===== src/include/lts_pkg.sv =====
package lts_pkg;

  // ------------------------------------------------------------
  // Register map (byte addresses on the APB)
  // ------------------------------------------------------------
  localparam logic [7:0] LTS_ADDR_CTRL   = 8'h00;
  localparam logic [7:0] LTS_ADDR_REQ    = 8'h04;
  localparam logic [7:0] LTS_ADDR_LIMIT  = 8'h08;
  localparam logic [7:0] LTS_ADDR_LINK   = 8'h0C;
  localparam logic [7:0] LTS_ADDR_STATUS = 8'h10;
  localparam logic [7:0] LTS_ADDR_TR     = 8'h14;
  localparam logic [7:0] LTS_ADDR_LTR    = 8'h18;
  localparam logic [7:0] LTS_ADDR_PTB    = 8'h1C;
  localparam logic [7:0] LTS_ADDR_RESUME = 8'h20;

  // ------------------------------------------------------------
  // Field positions
  // ------------------------------------------------------------
  // CTRL
  localparam int LTS_CTRL_START    = 0;
  localparam int LTS_CTRL_CLR_TS   = 1;
  localparam int LTS_CTRL_LONG     = 2;
  // REQ
  localparam int LTS_REQ_KIND_LSB  = 0;
  localparam int LTS_REQ_GATE      = 3;
  localparam int LTS_REQ_CPL_LSB   = 4;
  localparam int LTS_REQ_RPL_LSB   = 6;
  localparam int LTS_REQ_GDPL_LSB  = 8;
  localparam int LTS_REQ_DDPL_LSB  = 10;
  localparam int LTS_REQ_TBL_LSB   = 12;
  localparam int LTS_REQ_BUSY      = 14;
  localparam int LTS_REQ_NT        = 15;
  localparam int LTS_REQ_SEL_LSB   = 16;
  // STATUS
  localparam int LTS_ST_ACTIVE     = 0;
  localparam int LTS_ST_DONE       = 1;
  localparam int LTS_ST_GP         = 2;
  localparam int LTS_ST_TS         = 3;
  localparam int LTS_ST_TSBIT      = 4;
  localparam int LTS_ST_NT         = 5;
  localparam int LTS_ST_NOSWITCH   = 6;
  localparam int LTS_ST_PRESENT    = 8;
  // Busy-update word towards memory
  localparam int LTS_BW_CLR_OLD    = 0;
  localparam int LTS_BW_SET_NEW    = 1;
  localparam int LTS_BW_LINK       = 2;
  localparam int LTS_BW_SEL_LSB    = 16;
  // Save word towards memory
  localparam int LTS_SW_NT         = 0;
  // Load word from memory
  localparam int LTS_LW_NT         = 16;
  // Busy flag position in the descriptor word at byte +4
  localparam int LTS_DESC_BUSY_BIT = 9;
  localparam logic [2:0] LTS_DESC_BUSY_BYTE = 3'h4;

  // ------------------------------------------------------------
  // Values
  // ------------------------------------------------------------
  localparam logic [19:0] LTS_MIN_LIMIT  = 20'h0_0067;
  localparam logic [1:0]  LTS_TBL_GDT    = 2'h0;
  localparam logic [1:0]  LTS_TBL_LDT    = 2'h1;
  localparam logic [1:0]  LTS_TBL_IDT    = 2'h2;
  localparam int          LTS_NSEG       = 6;
  localparam logic [31:0] LTS_RST_PTB    = 32'h0000_0000;
  localparam logic [15:0] LTS_RST_SEL    = 16'h0000;

  // Trigger kinds
  typedef enum logic [2:0] {
    LTS_K_JMP  = 3'h0,
    LTS_K_CALL = 3'h1,
    LTS_K_SOFTWARE_INTERRUPT = 3'h2,
    LTS_K_EXT  = 3'h3,
    LTS_K_INTERRUPT_RETURN = 3'h4,
    LTS_K_RET  = 3'h5
  } lts_kind_t;

  // Memory operations of the sequence
  typedef enum logic [2:0] {
    LTS_OP_NONE = 3'h0,
    LTS_OP_SAVE = 3'h1,
    LTS_OP_BUSY = 3'h2,
    LTS_OP_LOAD = 3'h3,
    LTS_OP_LDT  = 3'h4,
    LTS_OP_PTB  = 3'h5,
    LTS_OP_DESC = 3'h6
  } lts_op_t;

  // Sequencer states, one-hot
  typedef enum logic [10:0] {
    LTS_S_IDLE  = 11'b000_0000_0001,
    LTS_S_CHECK = 11'b000_0000_0010,
    LTS_S_SAVE  = 11'b000_0000_0100,
    LTS_S_TR    = 11'b000_0000_1000,
    LTS_S_BUSY  = 11'b000_0001_0000,
    LTS_S_TSB   = 11'b000_0010_0000,
    LTS_S_LOAD  = 11'b000_0100_0000,
    LTS_S_LDT   = 11'b000_1000_0000,
    LTS_S_PTB   = 11'b001_0000_0000,
    LTS_S_DESC  = 11'b010_0000_0000,
    LTS_S_DONE  = 11'b100_0000_0000
  } lts_state_t;

  // Request to descriptor/segment memory
  typedef struct packed {
    logic        valid;
    lts_op_t     op;
    logic [15:0] sel;
    logic [31:0] wdata;
  } lts_mem_req_t;

  // Answer from descriptor/segment memory
  typedef struct packed {
    logic        ack;
    logic        fault;
    logic [31:0] rdata;
  } lts_mem_rsp_t;

endpackage


===== src/rtl/lts_task_switch.sv =====
// The address map and the APB slave port were chosen for this implementation.
`timescale 1ns/1ps
`default_nettype none

module lts_task_switch
  import lts_pkg::*;
(
  input  wire logic         pclk,
  input  wire logic         presetn,
  input  wire logic         psel,
  input  wire logic         penable,
  input  wire logic         pwrite,
  input  wire logic [7:0]   paddr,
  input  wire logic [31:0]  pwdata,
  output logic [31:0]       prdata,
  output logic              pready,
  output logic              pslverr,
  output lts_mem_req_t      mem_req,
  input  wire lts_mem_rsp_t mem_rsp,
  input  wire logic         media_insn,
  output logic              nm_fault,
  output logic              switch_done,
  output logic              gp_fault,
  output logic              ts_fault
);

  // ----------------------------------------------------------
  // State record
  // ----------------------------------------------------------
  typedef struct packed {
    lts_state_t                  fsm;
    logic                        long_mode;
    logic [31:0]                 req;
    logic [19:0]                 limit;
    logic [15:0]                 link;
    logic [15:0]                 target;
    logic [15:0]                 tr;
    logic [19:0]                 tr_limit;
    logic [15:0]                 ltr;
    logic [31:0]                 ptb;
    logic                        ts_bit;
    logic                        nt;
    logic [LTS_NSEG-1:0]         present;
    logic                        done;
    logic                        gp;
    logic                        tsf;
    logic                        noswitch;
    logic                        pend_ts;
    logic [15:0]                 new_cs;
    logic [31:0]                 wdata;
    logic                        nm;
    logic                        done_p;
    logic                        gp_p;
    logic                        ts_p;
    logic [31:0]                 rdata;
  } lts_regs_t;

  lts_regs_t r;
  lts_regs_t next_r;

  // ----------------------------------------------------------
  // Request decode
  // ----------------------------------------------------------
  lts_kind_t   kind;
  logic        via_gate;
  logic [1:0]  current_privilege_level;
  logic [1:0]  requested_privilege_level;
  logic [1:0]  gdpl;
  logic [1:0]  ddpl;
  logic [1:0]  tbl;
  logic        tgt_busy;
  logic        nest_kind;
  logic        src_ok;
  logic        priv_ok;
  logic        do_switch;

  assign kind     = lts_kind_t'(r.req[LTS_REQ_KIND_LSB +: 3]);
  assign via_gate = r.req[LTS_REQ_GATE];
  assign current_privilege_level      = r.req[LTS_REQ_CPL_LSB +: 2];
  assign requested_privilege_level      = r.req[LTS_REQ_RPL_LSB +: 2];
  assign gdpl     = r.req[LTS_REQ_GDPL_LSB +: 2];
  assign ddpl     = r.req[LTS_REQ_DDPL_LSB +: 2];
  assign tbl      = r.req[LTS_REQ_TBL_LSB +: 2];
  assign tgt_busy = r.req[LTS_REQ_BUSY];

  // Kinds that build a nesting chain
  assign nest_kind = (kind == LTS_K_CALL) || (kind == LTS_K_SOFTWARE_INTERRUPT) || (kind == LTS_K_EXT);

  // Accepted sources of a switch; anything else is a protection fault
  always_comb
  begin
    src_ok    = 1'b0;
    do_switch = 1'b1;
    case (kind)
      LTS_K_JMP, LTS_K_CALL:
      begin
        // gate in local/global, descriptor global only
        src_ok = via_gate ? ((tbl == LTS_TBL_GDT) || (tbl == LTS_TBL_LDT))
                          : (tbl == LTS_TBL_GDT);
      end
      LTS_K_SOFTWARE_INTERRUPT, LTS_K_EXT:
      begin
        src_ok = via_gate && (tbl == LTS_TBL_IDT);
      end
      LTS_K_INTERRUPT_RETURN:
      begin
        src_ok    = 1'b1;
        do_switch = r.req[LTS_REQ_NT];
      end
      default:
      begin
        src_ok    = 1'b1;
        do_switch = 1'b0;
      end
    endcase
  end

  // Privilege checks depend on how the switch began
  always_comb
  begin
    priv_ok = 1'b1;
    if ((kind == LTS_K_JMP) || (kind == LTS_K_CALL))
    begin
      if (via_gate)
      begin
        // gate level only, target level ignored
        priv_ok = (current_privilege_level <= gdpl) && (requested_privilege_level <= gdpl);
      end
      else
      begin
        priv_ok = (current_privilege_level <= ddpl) && (requested_privilege_level <= ddpl);
      end
    end
  end

  // ----------------------------------------------------------
  // APB access decode
  // ----------------------------------------------------------
  logic wr_acc;
  logic rd_acc;
  logic mapped;

  assign wr_acc = psel && penable && pwrite;
  assign rd_acc = psel && !pwrite;
  assign mapped = (paddr[1:0] == 2'b00) && (paddr <= LTS_ADDR_RESUME);

  // Zero wait states; unmapped addresses answer with an error
  assign pready  = 1'b1;
  assign pslverr = psel && penable && !mapped;

  // ----------------------------------------------------------
  // Next-state logic
  // ----------------------------------------------------------
  always_comb
  begin
    next_r        = r;
    next_r.nm     = 1'b0;
    next_r.done_p = 1'b0;
    next_r.gp_p   = 1'b0;
    next_r.ts_p   = 1'b0;

    // Software side: control and request loading
    if (wr_acc && mapped)
    begin
      case (paddr)
        LTS_ADDR_CTRL:
        begin
          next_r.long_mode = pwdata[LTS_CTRL_LONG];
          if (pwdata[LTS_CTRL_CLR_TS])
          begin
            next_r.ts_bit = 1'b0;
          end
          // A start while a switch runs is ignored
          if (pwdata[LTS_CTRL_START] && (r.fsm == LTS_S_IDLE))
          begin
            next_r.fsm      = LTS_S_CHECK;
            next_r.done     = 1'b0;
            next_r.gp       = 1'b0;
            next_r.tsf      = 1'b0;
            next_r.noswitch = 1'b0;
            next_r.pend_ts  = 1'b0;
          end
        end
        LTS_ADDR_REQ:
        begin
          if (r.fsm == LTS_S_IDLE)
          begin
            next_r.req = pwdata;
          end
        end
        LTS_ADDR_LIMIT:
        begin
          if (r.fsm == LTS_S_IDLE)
          begin
            next_r.limit = pwdata[19:0];
          end
        end
        LTS_ADDR_LINK:
        begin
          if (r.fsm == LTS_S_IDLE)
          begin
            next_r.link = pwdata[15:0];
          end
        end
        default:
        begin
          next_r.limit = next_r.limit;
        end
      endcase
    end

    // media instruction while bit set faults
    next_r.nm = media_insn && r.ts_bit;

    // one step at a time, fixed order
    case (r.fsm)
      LTS_S_IDLE:
      begin
        next_r.fsm = next_r.fsm;
      end
      LTS_S_CHECK:
      begin
        // return target comes from link field
        next_r.target = (kind == LTS_K_INTERRUPT_RETURN) ? r.link : r.req[LTS_REQ_SEL_LSB +: 16];
        // outgoing nested flag cleared on return
        next_r.wdata  = 32'h0000_0000;
        next_r.wdata[LTS_SW_NT] = (kind == LTS_K_INTERRUPT_RETURN) ? 1'b0 : r.nt;
        if (!do_switch)
        begin
          next_r.noswitch = 1'b1;
          next_r.fsm      = LTS_S_DONE;
        end
        // task gate refused in long mode
        else if (r.long_mode && via_gate)
        begin
          next_r.gp  = 1'b1;
          next_r.fsm = LTS_S_DONE;
        end
        else if (!src_ok || !priv_ok)
        begin
          next_r.gp  = 1'b1;
          next_r.fsm = LTS_S_DONE;
        end
        else if (r.limit < LTS_MIN_LIMIT)
        begin
          next_r.tsf = 1'b1;
          next_r.fsm = LTS_S_DONE;
        end
        // busy target refused on every kind but interrupt return
        else if ((kind != LTS_K_INTERRUPT_RETURN) && tgt_busy)
        begin
          next_r.gp  = 1'b1;
          next_r.fsm = LTS_S_DONE;
        end
        else
        begin
          next_r.fsm = LTS_S_SAVE;
        end
      end
      LTS_S_SAVE:
      begin
        // outgoing state stored by memory op
        if (mem_rsp.ack)
        begin
          // a fault here still aborts cleanly
          if (mem_rsp.fault)
          begin
            next_r.tsf = 1'b1;
            next_r.fsm = LTS_S_DONE;
          end
          else
          begin
            next_r.fsm = LTS_S_TR;
          end
        end
      end
      LTS_S_TR:
      begin
        // task register and its hidden part
        next_r.tr       = r.target;
        next_r.tr_limit = r.limit;
        next_r.wdata    = 32'h0000_0000;
        next_r.wdata[LTS_BW_SEL_LSB +: 16] = r.tr;
        // jump clears old busy, sets new
        // nesting keeps old busy, sets new
        next_r.wdata[LTS_BW_CLR_OLD] = (kind == LTS_K_JMP) || (kind == LTS_K_INTERRUPT_RETURN);
        next_r.wdata[LTS_BW_SET_NEW] = (kind != LTS_K_INTERRUPT_RETURN);
        next_r.wdata[LTS_BW_LINK]    = nest_kind;
        next_r.fsm = LTS_S_BUSY;
      end
      LTS_S_BUSY:
      begin
        if (mem_rsp.ack)
        begin
          next_r.pend_ts = r.pend_ts || mem_rsp.fault;
          next_r.fsm     = LTS_S_TSB;
        end
      end
      LTS_S_TSB:
      begin
        next_r.ts_bit = 1'b1;
        next_r.fsm    = LTS_S_LOAD;
      end
      LTS_S_LOAD:
      begin
        next_r.present = '0;
        if (mem_rsp.ack)
        begin
          next_r.pend_ts = r.pend_ts || mem_rsp.fault;
          next_r.new_cs  = mem_rsp.rdata[15:0];
          // jump keeps the loaded flag as stored
          next_r.nt      = nest_kind ? 1'b1 : mem_rsp.rdata[LTS_LW_NT];
          next_r.fsm     = LTS_S_LDT;
        end
      end
      LTS_S_LDT:
      begin
        if (mem_rsp.ack)
        begin
          next_r.ltr     = mem_rsp.rdata[15:0];
          next_r.pend_ts = r.pend_ts || mem_rsp.fault;
          next_r.fsm     = LTS_S_PTB;
        end
      end
      LTS_S_PTB:
      begin
        if (mem_rsp.ack)
        begin
          next_r.ptb     = mem_rsp.rdata;
          next_r.pend_ts = r.pend_ts || mem_rsp.fault;
          next_r.fsm     = LTS_S_DESC;
        end
      end
      LTS_S_DESC:
      begin
        if (mem_rsp.ack)
        begin
          next_r.present = mem_rsp.rdata[LTS_NSEG-1:0];
          next_r.pend_ts = r.pend_ts || mem_rsp.fault;
          next_r.fsm     = LTS_S_DONE;
        end
      end
      LTS_S_DONE:
      begin
        // task fault raised after the load
        next_r.tsf    = r.tsf || r.pend_ts;
        next_r.done   = 1'b1;
        next_r.done_p = !r.gp && !r.tsf && !r.pend_ts && !r.noswitch;
        next_r.gp_p   = r.gp;
        next_r.ts_p   = r.tsf || r.pend_ts;
        next_r.fsm    = LTS_S_IDLE;
      end
      default:
      begin
        next_r.fsm = LTS_S_IDLE;
      end
    endcase

    // Read data is registered during the setup phase
    next_r.rdata = 32'h0000_0000;
    if (rd_acc && !penable)
    begin
      case (paddr)
        LTS_ADDR_CTRL:
        begin
          next_r.rdata[LTS_CTRL_LONG] = r.long_mode;
        end
        LTS_ADDR_REQ:    next_r.rdata = r.req;
        LTS_ADDR_LIMIT:  next_r.rdata = {12'h000, r.limit};
        LTS_ADDR_LINK:   next_r.rdata = {16'h0000, r.link};
        LTS_ADDR_STATUS:
        begin
          next_r.rdata[LTS_ST_ACTIVE]   = (r.fsm != LTS_S_IDLE);
          next_r.rdata[LTS_ST_DONE]     = r.done;
          next_r.rdata[LTS_ST_GP]       = r.gp;
          next_r.rdata[LTS_ST_TS]       = r.tsf;
          next_r.rdata[LTS_ST_TSBIT]    = r.ts_bit;
          next_r.rdata[LTS_ST_NT]       = r.nt;
          next_r.rdata[LTS_ST_NOSWITCH] = r.noswitch;
          next_r.rdata[LTS_ST_PRESENT +: LTS_NSEG] = r.present;
        end
        LTS_ADDR_TR:     next_r.rdata = {r.tr_limit[15:0], r.tr};
        LTS_ADDR_LTR:    next_r.rdata = {16'h0000, r.ltr};
        LTS_ADDR_PTB:    next_r.rdata = r.ptb;
        LTS_ADDR_RESUME: next_r.rdata = {14'h0000, r.new_cs[1:0], r.new_cs};
        default:         next_r.rdata = 32'h0000_0000;
      endcase
    end
  end

  // ----------------------------------------------------------
  // State register
  // ----------------------------------------------------------
  always_ff @(posedge pclk or negedge presetn)
  begin
    if (!presetn)
    begin
      r          <= '0;
      r.fsm      <= LTS_S_IDLE;
      r.tr       <= LTS_RST_SEL;
      r.ltr      <= LTS_RST_SEL;
      r.ptb      <= LTS_RST_PTB;
    end
    else
    begin
      r <= next_r;
    end
  end

  // ----------------------------------------------------------
  // Memory request, held steady while its step waits for ack
  // ----------------------------------------------------------
  always_comb
  begin
    mem_req       = '0;
    mem_req.sel   = r.target;
    mem_req.wdata = r.wdata;
    case (r.fsm)
      LTS_S_SAVE:
      begin
        mem_req.valid = 1'b1;
        mem_req.op    = LTS_OP_SAVE;
        mem_req.sel   = r.tr;
      end
      LTS_S_BUSY:
      begin
        mem_req.valid = 1'b1;
        mem_req.op    = LTS_OP_BUSY;
      end
      LTS_S_LOAD:
      begin
        mem_req.valid = 1'b1;
        mem_req.op    = LTS_OP_LOAD;
      end
      LTS_S_LDT:
      begin
        mem_req.valid = 1'b1;
        mem_req.op    = LTS_OP_LDT;
      end
      LTS_S_PTB:
      begin
        mem_req.valid = 1'b1;
        mem_req.op    = LTS_OP_PTB;
      end
      LTS_S_DESC:
      begin
        mem_req.valid = 1'b1;
        mem_req.op    = LTS_OP_DESC;
      end
      default:
      begin
        mem_req.valid = 1'b0;
      end
    endcase
  end

  // Outputs straight from flops
  assign prdata      = r.rdata;
  assign nm_fault    = r.nm;
  assign switch_done = r.done_p;
  assign gp_fault    = r.gp_p;
  assign ts_fault    = r.ts_p;

endmodule

`default_nettype wire


===== config.mk =====
export PLATFORM = sky130hd
export DESIGN_NAME = lts_task_switch
export DESIGN_NICKNAME = d
export VERILOG_FILES = /design/src/include/lts_pkg.sv /design/src/rtl/lts_task_switch.sv
export SDC_FILE = /design/constraint.sdc
export NUM_CORES = 1
export LEC_CHECK = 0
export BUFFER_PORTS_ARGS = -buffer_cell sky130_fd_sc_hd__buf_2
export CAP_MARGIN = 5
export CORE_MARGIN = 8
export CORE_UTILIZATION = 30
export CTS_BUF_LIST = sky130_fd_sc_hd__clkbuf_4 sky130_fd_sc_hd__clkbuf_8
export DETAILED_ROUTE_END_ITERATION = 16
export SLEW_MARGIN = 20
export SYNTH_ARGS = -nofsm -noshare
export SYNTH_HDL_FRONTEND = slang
export SYNTH_SLANG_ARGS = --single-unit

===== constraint.sdc =====
create_clock -name pclk -period 4.1 [get_ports pclk]
set_input_delay 0.82 -clock pclk [delete_from_list [all_inputs] [get_ports pclk]]
set_output_delay 0.82 -clock pclk [all_outputs]
set_load 0.01 [all_outputs]

# Yosys cells after proc, flatten, opt, wreduce, memory -nomap -nowiden
# Cells that the tools add are included.
# Widths: inputs -> output; s select.
dict set report classes {
  n_lt_le_gt_ge 6
  n_eq_ne 28
  mux 69
  n_reduce_logical 61
}
# operator n
set ops {}
lappend ops {{$mux 11} 13}
lappend ops {{$pmux 18 s7} 1}
lappend ops {{$pmux 11 s10} 1}
lappend ops {{$mux 32} 3}
lappend ops {{$mux 80} 1}
lappend ops {{$mux 16} 4}
lappend ops {{$pmux 32 s2} 1}
lappend ops {{$pmux 6 s8} 1}
lappend ops {{$mux 20} 2}
lappend ops {{$eq 8x5->1 const B} 4}
lappend ops {{$pmux 4 s8} 1}
lappend ops {{$mux 1} 24}
lappend ops {{$lt 20x7->1 const B} 1}
lappend ops {{$pmux 3 s6} 1}
lappend ops {{$logic_and 1x1->1} 17}
lappend ops {{$mux 17} 1}
lappend ops {{$eq 8x4->1 const B} 2}
lappend ops {{$pmux 2 s8} 1}
lappend ops {{$reduce_bool 2->1} 8}
lappend ops {{$mux 5} 3}
lappend ops {{$reduce_and 3->1} 5}
lappend ops {{$mux 12} 1}
lappend ops {{$pmux 6 s2} 1}
lappend ops {{$eq 11x1->1 const B} 1}
lappend ops {{other kinds (38)} 66}
dict set report word_totals {
  reg_bits 273
  output_inout_bits 90
  word_cells 189
}

# Depth between registers and ports, before layout
# Gate-level depths: netlist of run 1.
dict set report depth {
  depth_word 11
  depth_mapped 8
  ltp_nobuf 7
}

# Worst setup path before layout of run 1
# No wires, ideal clock.
dict set report synth_path {
  kind {reg2out}
  startpoint {reg r[266] in the netlist's numbering}
  endpoint {out mem_req[39] in the netlist's numbering}
  arrival_ns 2.106
  setup_slack_ns 1.174
  path_stages_with_launch 7
  n_path_buf 3
  cell_sequence {dfstp_2 clkbuf_1 nor3_1 nand4_1 buf_1 buf_1 mux2_2}
}
# element line_no
set synth_lines {}
lappend synth_lines {{from (decl)} lts_task_switch.sv:58} ;# lts_regs_t r;
lappend synth_lines {{from (signal assigned)} lts_task_switch.sv:406} ;# r <= next_r;
lappend synth_lines {{to (decl)} lts_task_switch.sv:18} ;# output lts_mem_req_t mem_req,

==> results of run 1 <==
-- flip-flops by register name (all words and copies together) (netlist names) --
| name | count |
|---|---|
| current_privilege_level | 2 |
| switch_done | 1 |
| ddpl | 2 |
| mem_req | 19 |
| nm_fault | 1 |
| prdata | 32 |
| gp_fault | 1 |
| ts_fault | 1 |
| gdpl | 2 |
| kind | 3 |
| r | 196 |
-- per-stage QoR --
| stage | setup WS, ns | std cells | utilization |
|---|---|---|---|
| 2_1_floorplan | 1.17 | 1081 | - |
| 3_3_place_gp | 0.916 | 1666 | 0.327 |
| 3_5_place_dp | 0.910 | 1666 | 0.327 |
| 4_1_cts | 0.295 | 1746 | 0.352 |
| 5_1_grt | 0.0225 | 1748 | 0.352 |
| 6_report | 0.287 | 1749 | 0.352 |
-- power groups by stage --
stage	combinational (mW)	sequential (mW)	clock, mW
floorplan	0.391	2.83	0
global placement	0.543	2.88	0
detailed placement	0.552	2.89	0
CTS	0.555	2.84	2.75
global route	0.605	2.86	2.86
finish	0.549	2.85	2.69
-- kinds of logic after synthesis --
group | Yosys count | share of synthesized area
and+or+nand+nor | 297 | 0.118
DFF | 260 | 0.529
other | 2 | 0.000611
buffers and inverters | 141 | 0.0680
adders and majority gates | 8 | 0.00814
AOI/OAI and AO/OA | 180 | 0.104
xor gates and xnor gates | 5 | 0.00356
muxes | 176 | 0.168
-- placed cells by master (no fill, tap or decap), types with 7 or more instances in the layout --
cell / Yosys / routed
a21oi_1: 17 / 17
a222oi_1: 20 / 20
a22o_1: 23 / 23
a22oi_1: 32 / 32
a31oi_1: 17 / 17
and2_1: 9 / 9
buf_2: 13 / 154
buf_4: 69 / 28
clkbuf_4: 0 / 15
clkbuf_8: 0 / 50
conb_1: 2 / 14
dfrtp_1: 259 / 259
ha_1: 8 / 8
inv_1: 8 / 8
mux2_2: 121 / 121
mux2_4: 29 / 29
mux2i_1: 24 / 24
nand2_1: 153 / 153
nand3_1: 14 / 14
nor2_1: 34 / 34
nor2b_1: 12 / 10
nor3_1: 15 / 15
nor4_1: 9 / 7
o21ai_0: 44 / 44
-- area by class of cell --
| class | count | area share |
|---|---|---|
| Antenna cell | 3 | 0.000525 |
| Inverter | 8 | 0.00210 |
| Sequential cell | 260 | 0.455 |
| Timing Repair Buffer | 186 | 0.0738 |
| Clock buffer | 65 | 0.0560 |
| Clock inverter | 15 | 0.0150 |
| Multi-Input combinational cell | 680 | 0.351 |
| Tap cell | 532 | 0.0465 |
-- per-layer routing --
metal / GRT usage / share of wire / vias up
li1: - / - / 4023
met1: 0.211 / 0.43 / 4547
met2: 0.262 / 0.47 / 288
met3: 0.0387 / 0.061 / 92
met4: 0.0678 / 0.037 / 16
met5: 0 / 0.0024 / -
-- worst max-delay path: stages (launching register included) --
cell,delay [ns]
dfrtp_1,0.48
or4_4,0.61
or3_1,0.43
nand4bb_1,0.52
nand3_1,0.24
buf_2,0.15
-- worst max path at each step --
stage,from,end,slack (ns),cells after the start
after global placement,r[269],mem_req[48],0.92,5
after global routing,r[272],mem_req[46],0.02,5
after detailed placement,r[269],mem_req[48],0.91,5
final,r[269],mem_req[48],0.29,5
after CTS,r[269],mem_req[48],0.30,5
after floorplan,r[266],mem_req[39],1.17,6
==> metrics.txt, run 1 <==
Final ANT Viol Nets=0; Final Instance Area=roughly 14,000 sq um; total power=~6 mW; min-delay worst type=input pin to asynchronous set/reset pin; Power Density=~430 nW/um^2; Leak=approximately 7.0 nW; Worst setup SP type=flop; DR iter-0 viols=between 600 and 700; Via Count=about 9,000; Maximum Capacitance Violations=0; Post-synth EDFFs=0; Yosys warning count=0; largest net degree at the start of global routing=approximately 100; Clock Tree Root=clkbuf_8; final hold slack=0.247 ns; TritonCTS clock tree=built; Max FO, Critical Path=11; Worst VDD drop=about 0.00017 V; register area=~6500 sq um; P&R area growth vs syn=16.3%; reg2reg end=r[224]; Rows=74; Final Critical Period=between 3 and 4 ns; Die Area=~48,000 sq um; Final Cycle Share=0.930; CP Capture Type=primary output; mapped cell area=about 12,000 sq um; WP data arrival=approximately 3 ns; Primary FF master, synth=dfrtp_1; Post-synth top cells=dfrtp_1, nand2_1, mux2_2, buf_4, o21ai_0; CTS clk-pin slew, worst paths=~0.060 ns; initial antenna violation count=11; leading area contributor after synthesis=dfrtp_1; P_sw=roughly 1.5 mW; I/O Buffers=roughly 160; most common cell in the netlist=dfrtp_1; Sequential Power Share=0.468; fill count=4,070; DR pass1 iterations=6; Die X=approximately 220 um; Clock power frac=0.442; post-DP HPWL=slightly below 30 mm; worst slew pin tran=1.04 ns; die height=between 200 and 250 um; Hold Vio Cnt, Final=0; Internal=approximately 4.6 mW; slew margin rel.=0.305; vias in the first global route=9,438; dpl cell area=13,300 sq um; Reg2Reg Depth=6; placer congestion estimate=0.880; core area=about 41,000 sq um; Avg Cell Area, Syn=about 12 sq um; setup TNS=0 ns; grt total ovfl=0; Initial Utilization=0.303; r2r startpoint=r[274]; WL/cell=between 20 and 25 um; Setup Fix Bufs, Post-CTS=0; final setup violation count=0; CTS buffer count=44; Syn Inst Count=1,069; RSZ-0062 raised after global routing=false; # hold bufs at CTS=0; Async SR Flop Fraction=1.00; Worst-Skew Late Latency=0.59 ns; Vias per Instance=roughly 5; clock sink count=260; Total GRT Usage=0.164; synthesized flop and latch total=260; sequential share of the synthesized area=0.529; share of cells above drive strength 1=0.356; switching share of total power=0.246; WP data required=3.28 ns; first-pass GRT wire length=between 60 and 70 mm; cts repair resizes=0; kind of critical path=flop to primary output; final slew viol count=0; Yosys top cell area share=0.527; num ports=170; Final #Nets=between 1,000 and 1,500; Fin Clk Skew=roughly 0.035 ns; status=complete, no violations; Unique masters post-synth=66; largest cells by area after synthesis=dfrtp_1, mux2_2, nand2_1, buf_4, mux2_4; Post-route DRC=0; fmax=around 260 MHz; Multi-input gate area=~5000 sq um; final wirelength=39.6 mm; flop2flop setup slack=around 1.0 ns; Comb pwr share=0.090; H-tree Lvls=2; clk buf depth=3
Note: power is estimated with default switching activity, not from simulation.
==> run 2: changes to the inputs <==
- CORE_MARGIN: 8 -> 5
==> run 2 against run 1 <==
Core utilization shrank 0.26 points. Critical path depth unchanged. Sequential power hardly changed. Clock power decreased by 4%. Power down 1.7%. Largest cell class unchanged. Critical endpoint unchanged. Global-route usage up 0.50 points. Largest power group unchanged. Final cell count is 0.29% lower. Non-clock buffer count shrank 5. Combinational power hardly changed. Wire length shrank 1.8%.
==> metrics.txt, run 2 (synthesis gave the netlist of run 1 again) <==
placer congestion estimate=0.885 (was 0.880); Total GRT Usage=0.169 (was 0.164); core area=40,700 sq um (was 40,600 sq um); die height=212 um (was 218 um); Leak=7.00 nW (was 7.03 nW); Final Instance Area=14,200 sq um (was 14,300 sq um); WP data required=3.28 ns (about the same); Die X=212 um (was 218 um); Comb pwr share=0.091 (was 0.090); initial antenna violation count=7 (was 11); Worst-Skew Late Latency=0.60 ns (was 0.59 ns); Fin Clk Skew=0.0342 ns (was 0.0346 ns); share of cells above drive strength 1=0.353 (was 0.356); CP Capture Type=primary output (unchanged); Final #Nets=1,264 (was 1,268); total power=5.99 mW (was 6.09 mW); Power Density=421 nW/um^2 (was 426 nW/um^2); Vias per Instance=5.16 (was 5.13); P_sw=1.50 mW (about the same); Top reg by flops=r (unchanged); H-tree Lvls=2 (unchanged); Hold Vio Cnt, Final=0 (unchanged); commonest non-fill, non-tap cell in the layout=dfrtp_1 (unchanged); Clock Tree Root=clkbuf_8 (unchanged); Via Count=8,993 (was 8,966); Internal=4.49 mW (was 4.59 mW); clock sink count=260 (unchanged); final hold slack=0.218 ns (was 0.247 ns); Worst setup SP type=flop (unchanged); num ports=170 (unchanged); vias in the first global route=9,060 (was 9,438); Sequential Power Share=0.476 (was 0.468); grt total ovfl=0 (unchanged); fill count=4,087 (was 4,070); Post-route DRC=0 (unchanged); Max FO, Critical Path=11 (unchanged); cts repair resizes=0 (unchanged); Worst VDD drop=0.000210 V (was 0.000166 V); Crit path largest cell delay=0.61 ns (about the same); RSZ-0062 raised after global routing=false (unchanged); Final Cycle Share=0.925 (was 0.930); slew margin rel.=0.337 (was 0.305); number of flip-flops under the largest register name=196 (unchanged); CTS clk-pin slew, worst paths=0.06 ns (about the same); Initial Utilization=0.302 (was 0.303); most frequent cells in the layout=dfrtp_1, buf_2, nand2_1 (unchanged); dpl cell area=13,200 sq um (was 13,300 sq um); setup TNS=0 ns (unchanged); CP bufs+invs=1 (unchanged); first-pass GRT wire length=58.2 mm (was 60.0 mm); Rows=74 (unchanged); Final ANT Viol Nets=0 (unchanged); Top delay family on crit path=simple AND/OR/NAND/NOR gates (unchanged); Slowest cell on crit path=or4_4 (unchanged); worst slew pin tran=0.995 ns (was 1.04 ns); post-DP HPWL=28.1 mm (was 29.2 mm); Final Critical Period=3.79 ns (was 3.81 ns); final wirelength=38.9 mm (was 39.6 mm); final slew viol count=0 (unchanged); CTS buffer count=45 (was 44); fmax=264 MHz (was 262 MHz); min-delay worst type=input pin to asynchronous set/reset pin (unchanged); TritonCTS clock tree=built (unchanged); Maximum Capacitance Violations=0 (unchanged); status=complete, no violations (unchanged); DR iter-0 viols=809 (was 692); P&R area growth vs syn=15.7% (was 16.3%); DR pass1 iterations=6 (unchanged); Clock power frac=0.433 (was 0.442); switching share of total power=0.250 (was 0.246); WP data arrival=2.97 ns (was 2.99 ns); final setup violation count=0 (unchanged); Die Area=45,100 sq um (was 47,700 sq um); largest net degree at the start of global routing=91 (was 102); Setup Fix Bufs, Post-CTS=0 (unchanged); kind of critical path=flop to primary output (unchanged); crit path cell chain=or4_4, or3_1, nand4bb_1, nand3_1, buf_2 (unchanged); I/O Buffers=155 (unchanged); clk buf depth=3 (unchanged); WL/cell=22.3 um (was 22.6 um); # hold bufs at CTS=0 (unchanged)
run 2: worst reg2reg max path: cells and delay by family, from the launching register on:
kind	cells	cell delay, ns
and+or+nand+nor	4	1.62
DFF	1	0.55
buffers and inverters	1	0.43
muxes	1	0.41
run 2: final timing paths:
path | depth (start not counted) | slack [ns] | to | start
max in group asynchronous | 2 | 2.88 | mem_req[19] | presetn
setup / recovery | 5 | 0.31 | mem_req[48] | r[269]
hold reg to reg | 2 | 0.48 | r[153] | r[153]
setup reg to reg | 6 | 0.98 | r[264] | r[274]
hold / removal | 1 | 0.22 | prdata[24] | presetn
min in group pclk | 2 | 0.45 | r[116] | mem_rsp[19]
run 2: area by class of cell:
class | count | area, sq um | share of cell area
flip-flops and latches | 260 | 6510 | 0.457
clock buffers | 70 | 863 | 0.0607
inverters | 8 | 30.0 | 0.00211
well taps | 532 | 666 | 0.0468
repair buffers | 181 | 1020 | 0.0716
multi-input cells | 680 | 5020 | 0.352
diodes | 2 | 5.00 | 0.000352
clock inverters | 11 | 126 | 0.00888
run 2: per-layer routing:
| layer | vias to the layer above | track usage | share of wire |
|---|---|---|---|
| li1 | 4011 | - | - |
| met1 | 4536 | 0.228 | 0.42 |
| met2 | 353 | 0.270 | 0.47 |
| met3 | 85 | 0.0367 | 0.069 |
| met4 | 8 | 0.0603 | 0.036 |
| met5 | - | 0 | 0.0012 |
run 2: power by group through the flow:
stage	sequential (mW)	clock, mW	combinational (mW)
floorplan	2.83	0	0.391
global placement	2.88	0	0.540
detailed placement	2.89	0	0.550
CTS	2.84	2.65	0.552
global route	2.86	2.76	0.601
finish	2.85	2.59	0.546
run 2: stage by stage:
step | setup WS [ns] | utilization | std cells
after floorplan | 1.17 | - | 1081
after global placement | 0.732 | 0.325 | 1661
after detailed placement | 0.717 | 0.325 | 1661
after CTS | 0.289 | 0.349 | 1742
after global routing | 0.0905 | 0.349 | 1742
final | 0.308 | 0.349 | 1744
==> run 3: changes to the inputs <==
- CORE_UTILIZATION: 30 -> 50
- PLACE_DENSITY: default -> 0.71
==> run 3 against run 2 <==
Critical path depth unchanged. Clock power fell by 10%. Die area shrank 38%. Wire length fell by 11%. Power decreased by 4.4%. Worst hold slack better by 0.083 ns. Clock skew is 0.0059 ns lower. Non-clock buffer count unchanged. Via count down 0.43%. Critical endpoint unchanged. Largest power group unchanged.
==> metrics.txt, run 3 (synthesis gave the netlist of run 1 again) <==
die height=167 um (was 212 um); most frequent cells in the layout=dfrtp_1, buf_2, nand2_1 (unchanged); Power Density=414 nW/um^2 (was 421 nW/um^2); CP Capture Type=primary output (unchanged); worst slew pin tran=1.02 ns (was 0.995 ns); TritonCTS clock tree=built (unchanged); Leak=6.93 nW (was 7.00 nW); share of cells above drive strength 1=0.350 (was 0.353); fmax=259 MHz (was 264 MHz); P&R area growth vs syn=12.5% (was 15.7%); DR iter-0 viols=890 (was 809); clk buf depth=3 (unchanged); dpl cell area=13,000 sq um (was 13,200 sq um); min-delay worst type=input pin to asynchronous set/reset pin (unchanged); post-DP HPWL=24.7 mm (was 28.1 mm); clock sink count=260 (unchanged); placed cells=1,453 (was 1,661); ANT cells=0 (was 2); slew margin rel.=0.318 (was 0.337); Final Instance Area=13,800 sq um (was 14,200 sq um); # hold bufs at CTS=0 (unchanged); Worst-Skew Late Latency=0.57 ns (was 0.60 ns); setup TNS=0 ns (unchanged); WP data required=3.28 ns (about the same); Worst setup SP type=flop (unchanged); placer congestion estimate=0.944 (was 0.885); Multi-input gate area=5020 sq um (about the same); Worst VDD drop=0.000245 V (was 0.000210 V); Finished Layout Cells=1,528 (was 1,744); Final Cycle Share=0.940 (was 0.925); WP data arrival=3.04 ns (was 2.97 ns); Maximum Capacitance Violations=0 (unchanged); Rows=57 (was 74); final hold slack=0.301 ns (was 0.218 ns); Setup Fix Bufs, Post-CTS=0 (unchanged); WL/cell=22.6 um (was 22.3 um); register area=6510 sq um (unchanged); Final Critical Period=3.86 ns (was 3.79 ns); final slew viol count=0 (unchanged); total power=5.72 mW (was 5.99 mW); r2r startpoint=r[268] (was r[274]); Total GRT Usage=0.243 (was 0.169); final wirelength=34.5 mm (was 38.9 mm); DR pass1 iterations=6 (unchanged); num ports=170 (unchanged); Initial Utilization=0.507 (was 0.302); largest net degree at the start of global routing=101 (was 91); H-tree Lvls=2 (unchanged); Fin Clk Skew=0.0283 ns (was 0.0342 ns); RSZ-0062 raised after global routing=false (unchanged); number of flip-flops under the largest register name=196 (unchanged); Top reg by flops=r (unchanged); Post-route DRC=0 (unchanged); initial antenna violation count=1 (was 7); Hold Vio Cnt, Final=0 (unchanged); Vias per Instance=5.86 (was 5.16); Max FO, Critical Path=12 (was 11); CTS clk-pin slew, worst paths=0.06 ns (about the same); Die Area=27,800 sq um (was 45,100 sq um); Reg2Reg Depth=5 (was 6); I/O Buffers=155 (unchanged); final setup margin=0.245 ns (was 0.308 ns); Final #Nets=1,263 (was 1,264); reg2reg end=r[116] (was r[264]); flop2flop setup slack=1.04 ns (was 0.98 ns); Clock Tree Root=clkbuf_8 (unchanged); CTS buffer count=44 (was 45); Final Core Density=0.570 (was 0.349); pre-CTS setup slack=0.857 ns (was 0.717 ns); kind of critical path=flop to primary output (unchanged); status=complete, no violations (unchanged); Die X=167 um (was 212 um); Final ANT Viol Nets=0 (unchanged); vias in the first global route=9,061 (was 9,060); Via Count=8,954 (was 8,993); fill count=2,055 (was 4,087); grt total ovfl=0 (unchanged); final setup violation count=0 (unchanged); core area=24,200 sq um (was 40,700 sq um); first-pass GRT wire length=53.2 mm (was 58.2 mm); cts repair resizes=0 (unchanged); commonest non-fill, non-tap cell in the layout=dfrtp_1 (unchanged)
run 3: cell types whose count changed in the layout (fill, tap and decap cells not counted), sizes merged:
cell | previous run | this run
clkinvlp | 0 | 1
diode | 2 | 0
clkbuf | 70 | 66
clkinv | 7 | 5
bufinv | 2 | 1
run 3: worst max-delay path by stage:
stage          startpoint           to  cells after the start
2_1_floorplan      r[266]  mem_req[39]                      6
3_3_place_gp     paddr[2]    prdata[7]                      7
3_5_place_dp     paddr[1]       r[259]                      7
4_1_cts            r[268]  mem_req[48]                      5
5_1_grt            r[269]  mem_req[48]                      5
6_report           r[268]  mem_req[48]                      5
run 3: area by class of cell:
class / instances / share of cell area
flip-flops and latches: 260 / 0.471
multi-input cells: 680 / 0.363
repair buffers: 181 / 0.0718
clock buffers: 66 / 0.0571
well taps: 324 / 0.0293
clock inverters: 9 / 0.00597
inverters: 8 / 0.00217
run 3: power breakdown:
| part | internal (mW) | switching [mW] | total [mW] | leakage, nW |
|---|---|---|---|---|
| combinational | 0.283 | 0.256 | 0.539 | 2.91 |
| clock | 1.29 | 1.03 | 2.33 | 0.470 |
| sequential | 2.73 | 0.132 | 2.86 | 3.55 |
| total | 4.30 | 1.42 | 5.72 | 6.93 |
run 3: worst max-delay path: stages (launching register included):
cell and delay, ns:
dfrtp_1 0.50, or4_4 0.59, or3_1 0.41, nand4bb_1 0.57
nand3_1 0.24, buf_2 0.16
run 3: layer usage:
metal / wire length, um / global-route usage / vias to the layer above
li1: - / - / 3995
met5: 13 / 0 / -
met2: 15400 / 0.364 / 425
met4: 1270 / 0.0943 / 2
met3: 2970 / 0.0557 / 89
met1: 14800 / 0.347 / 4443
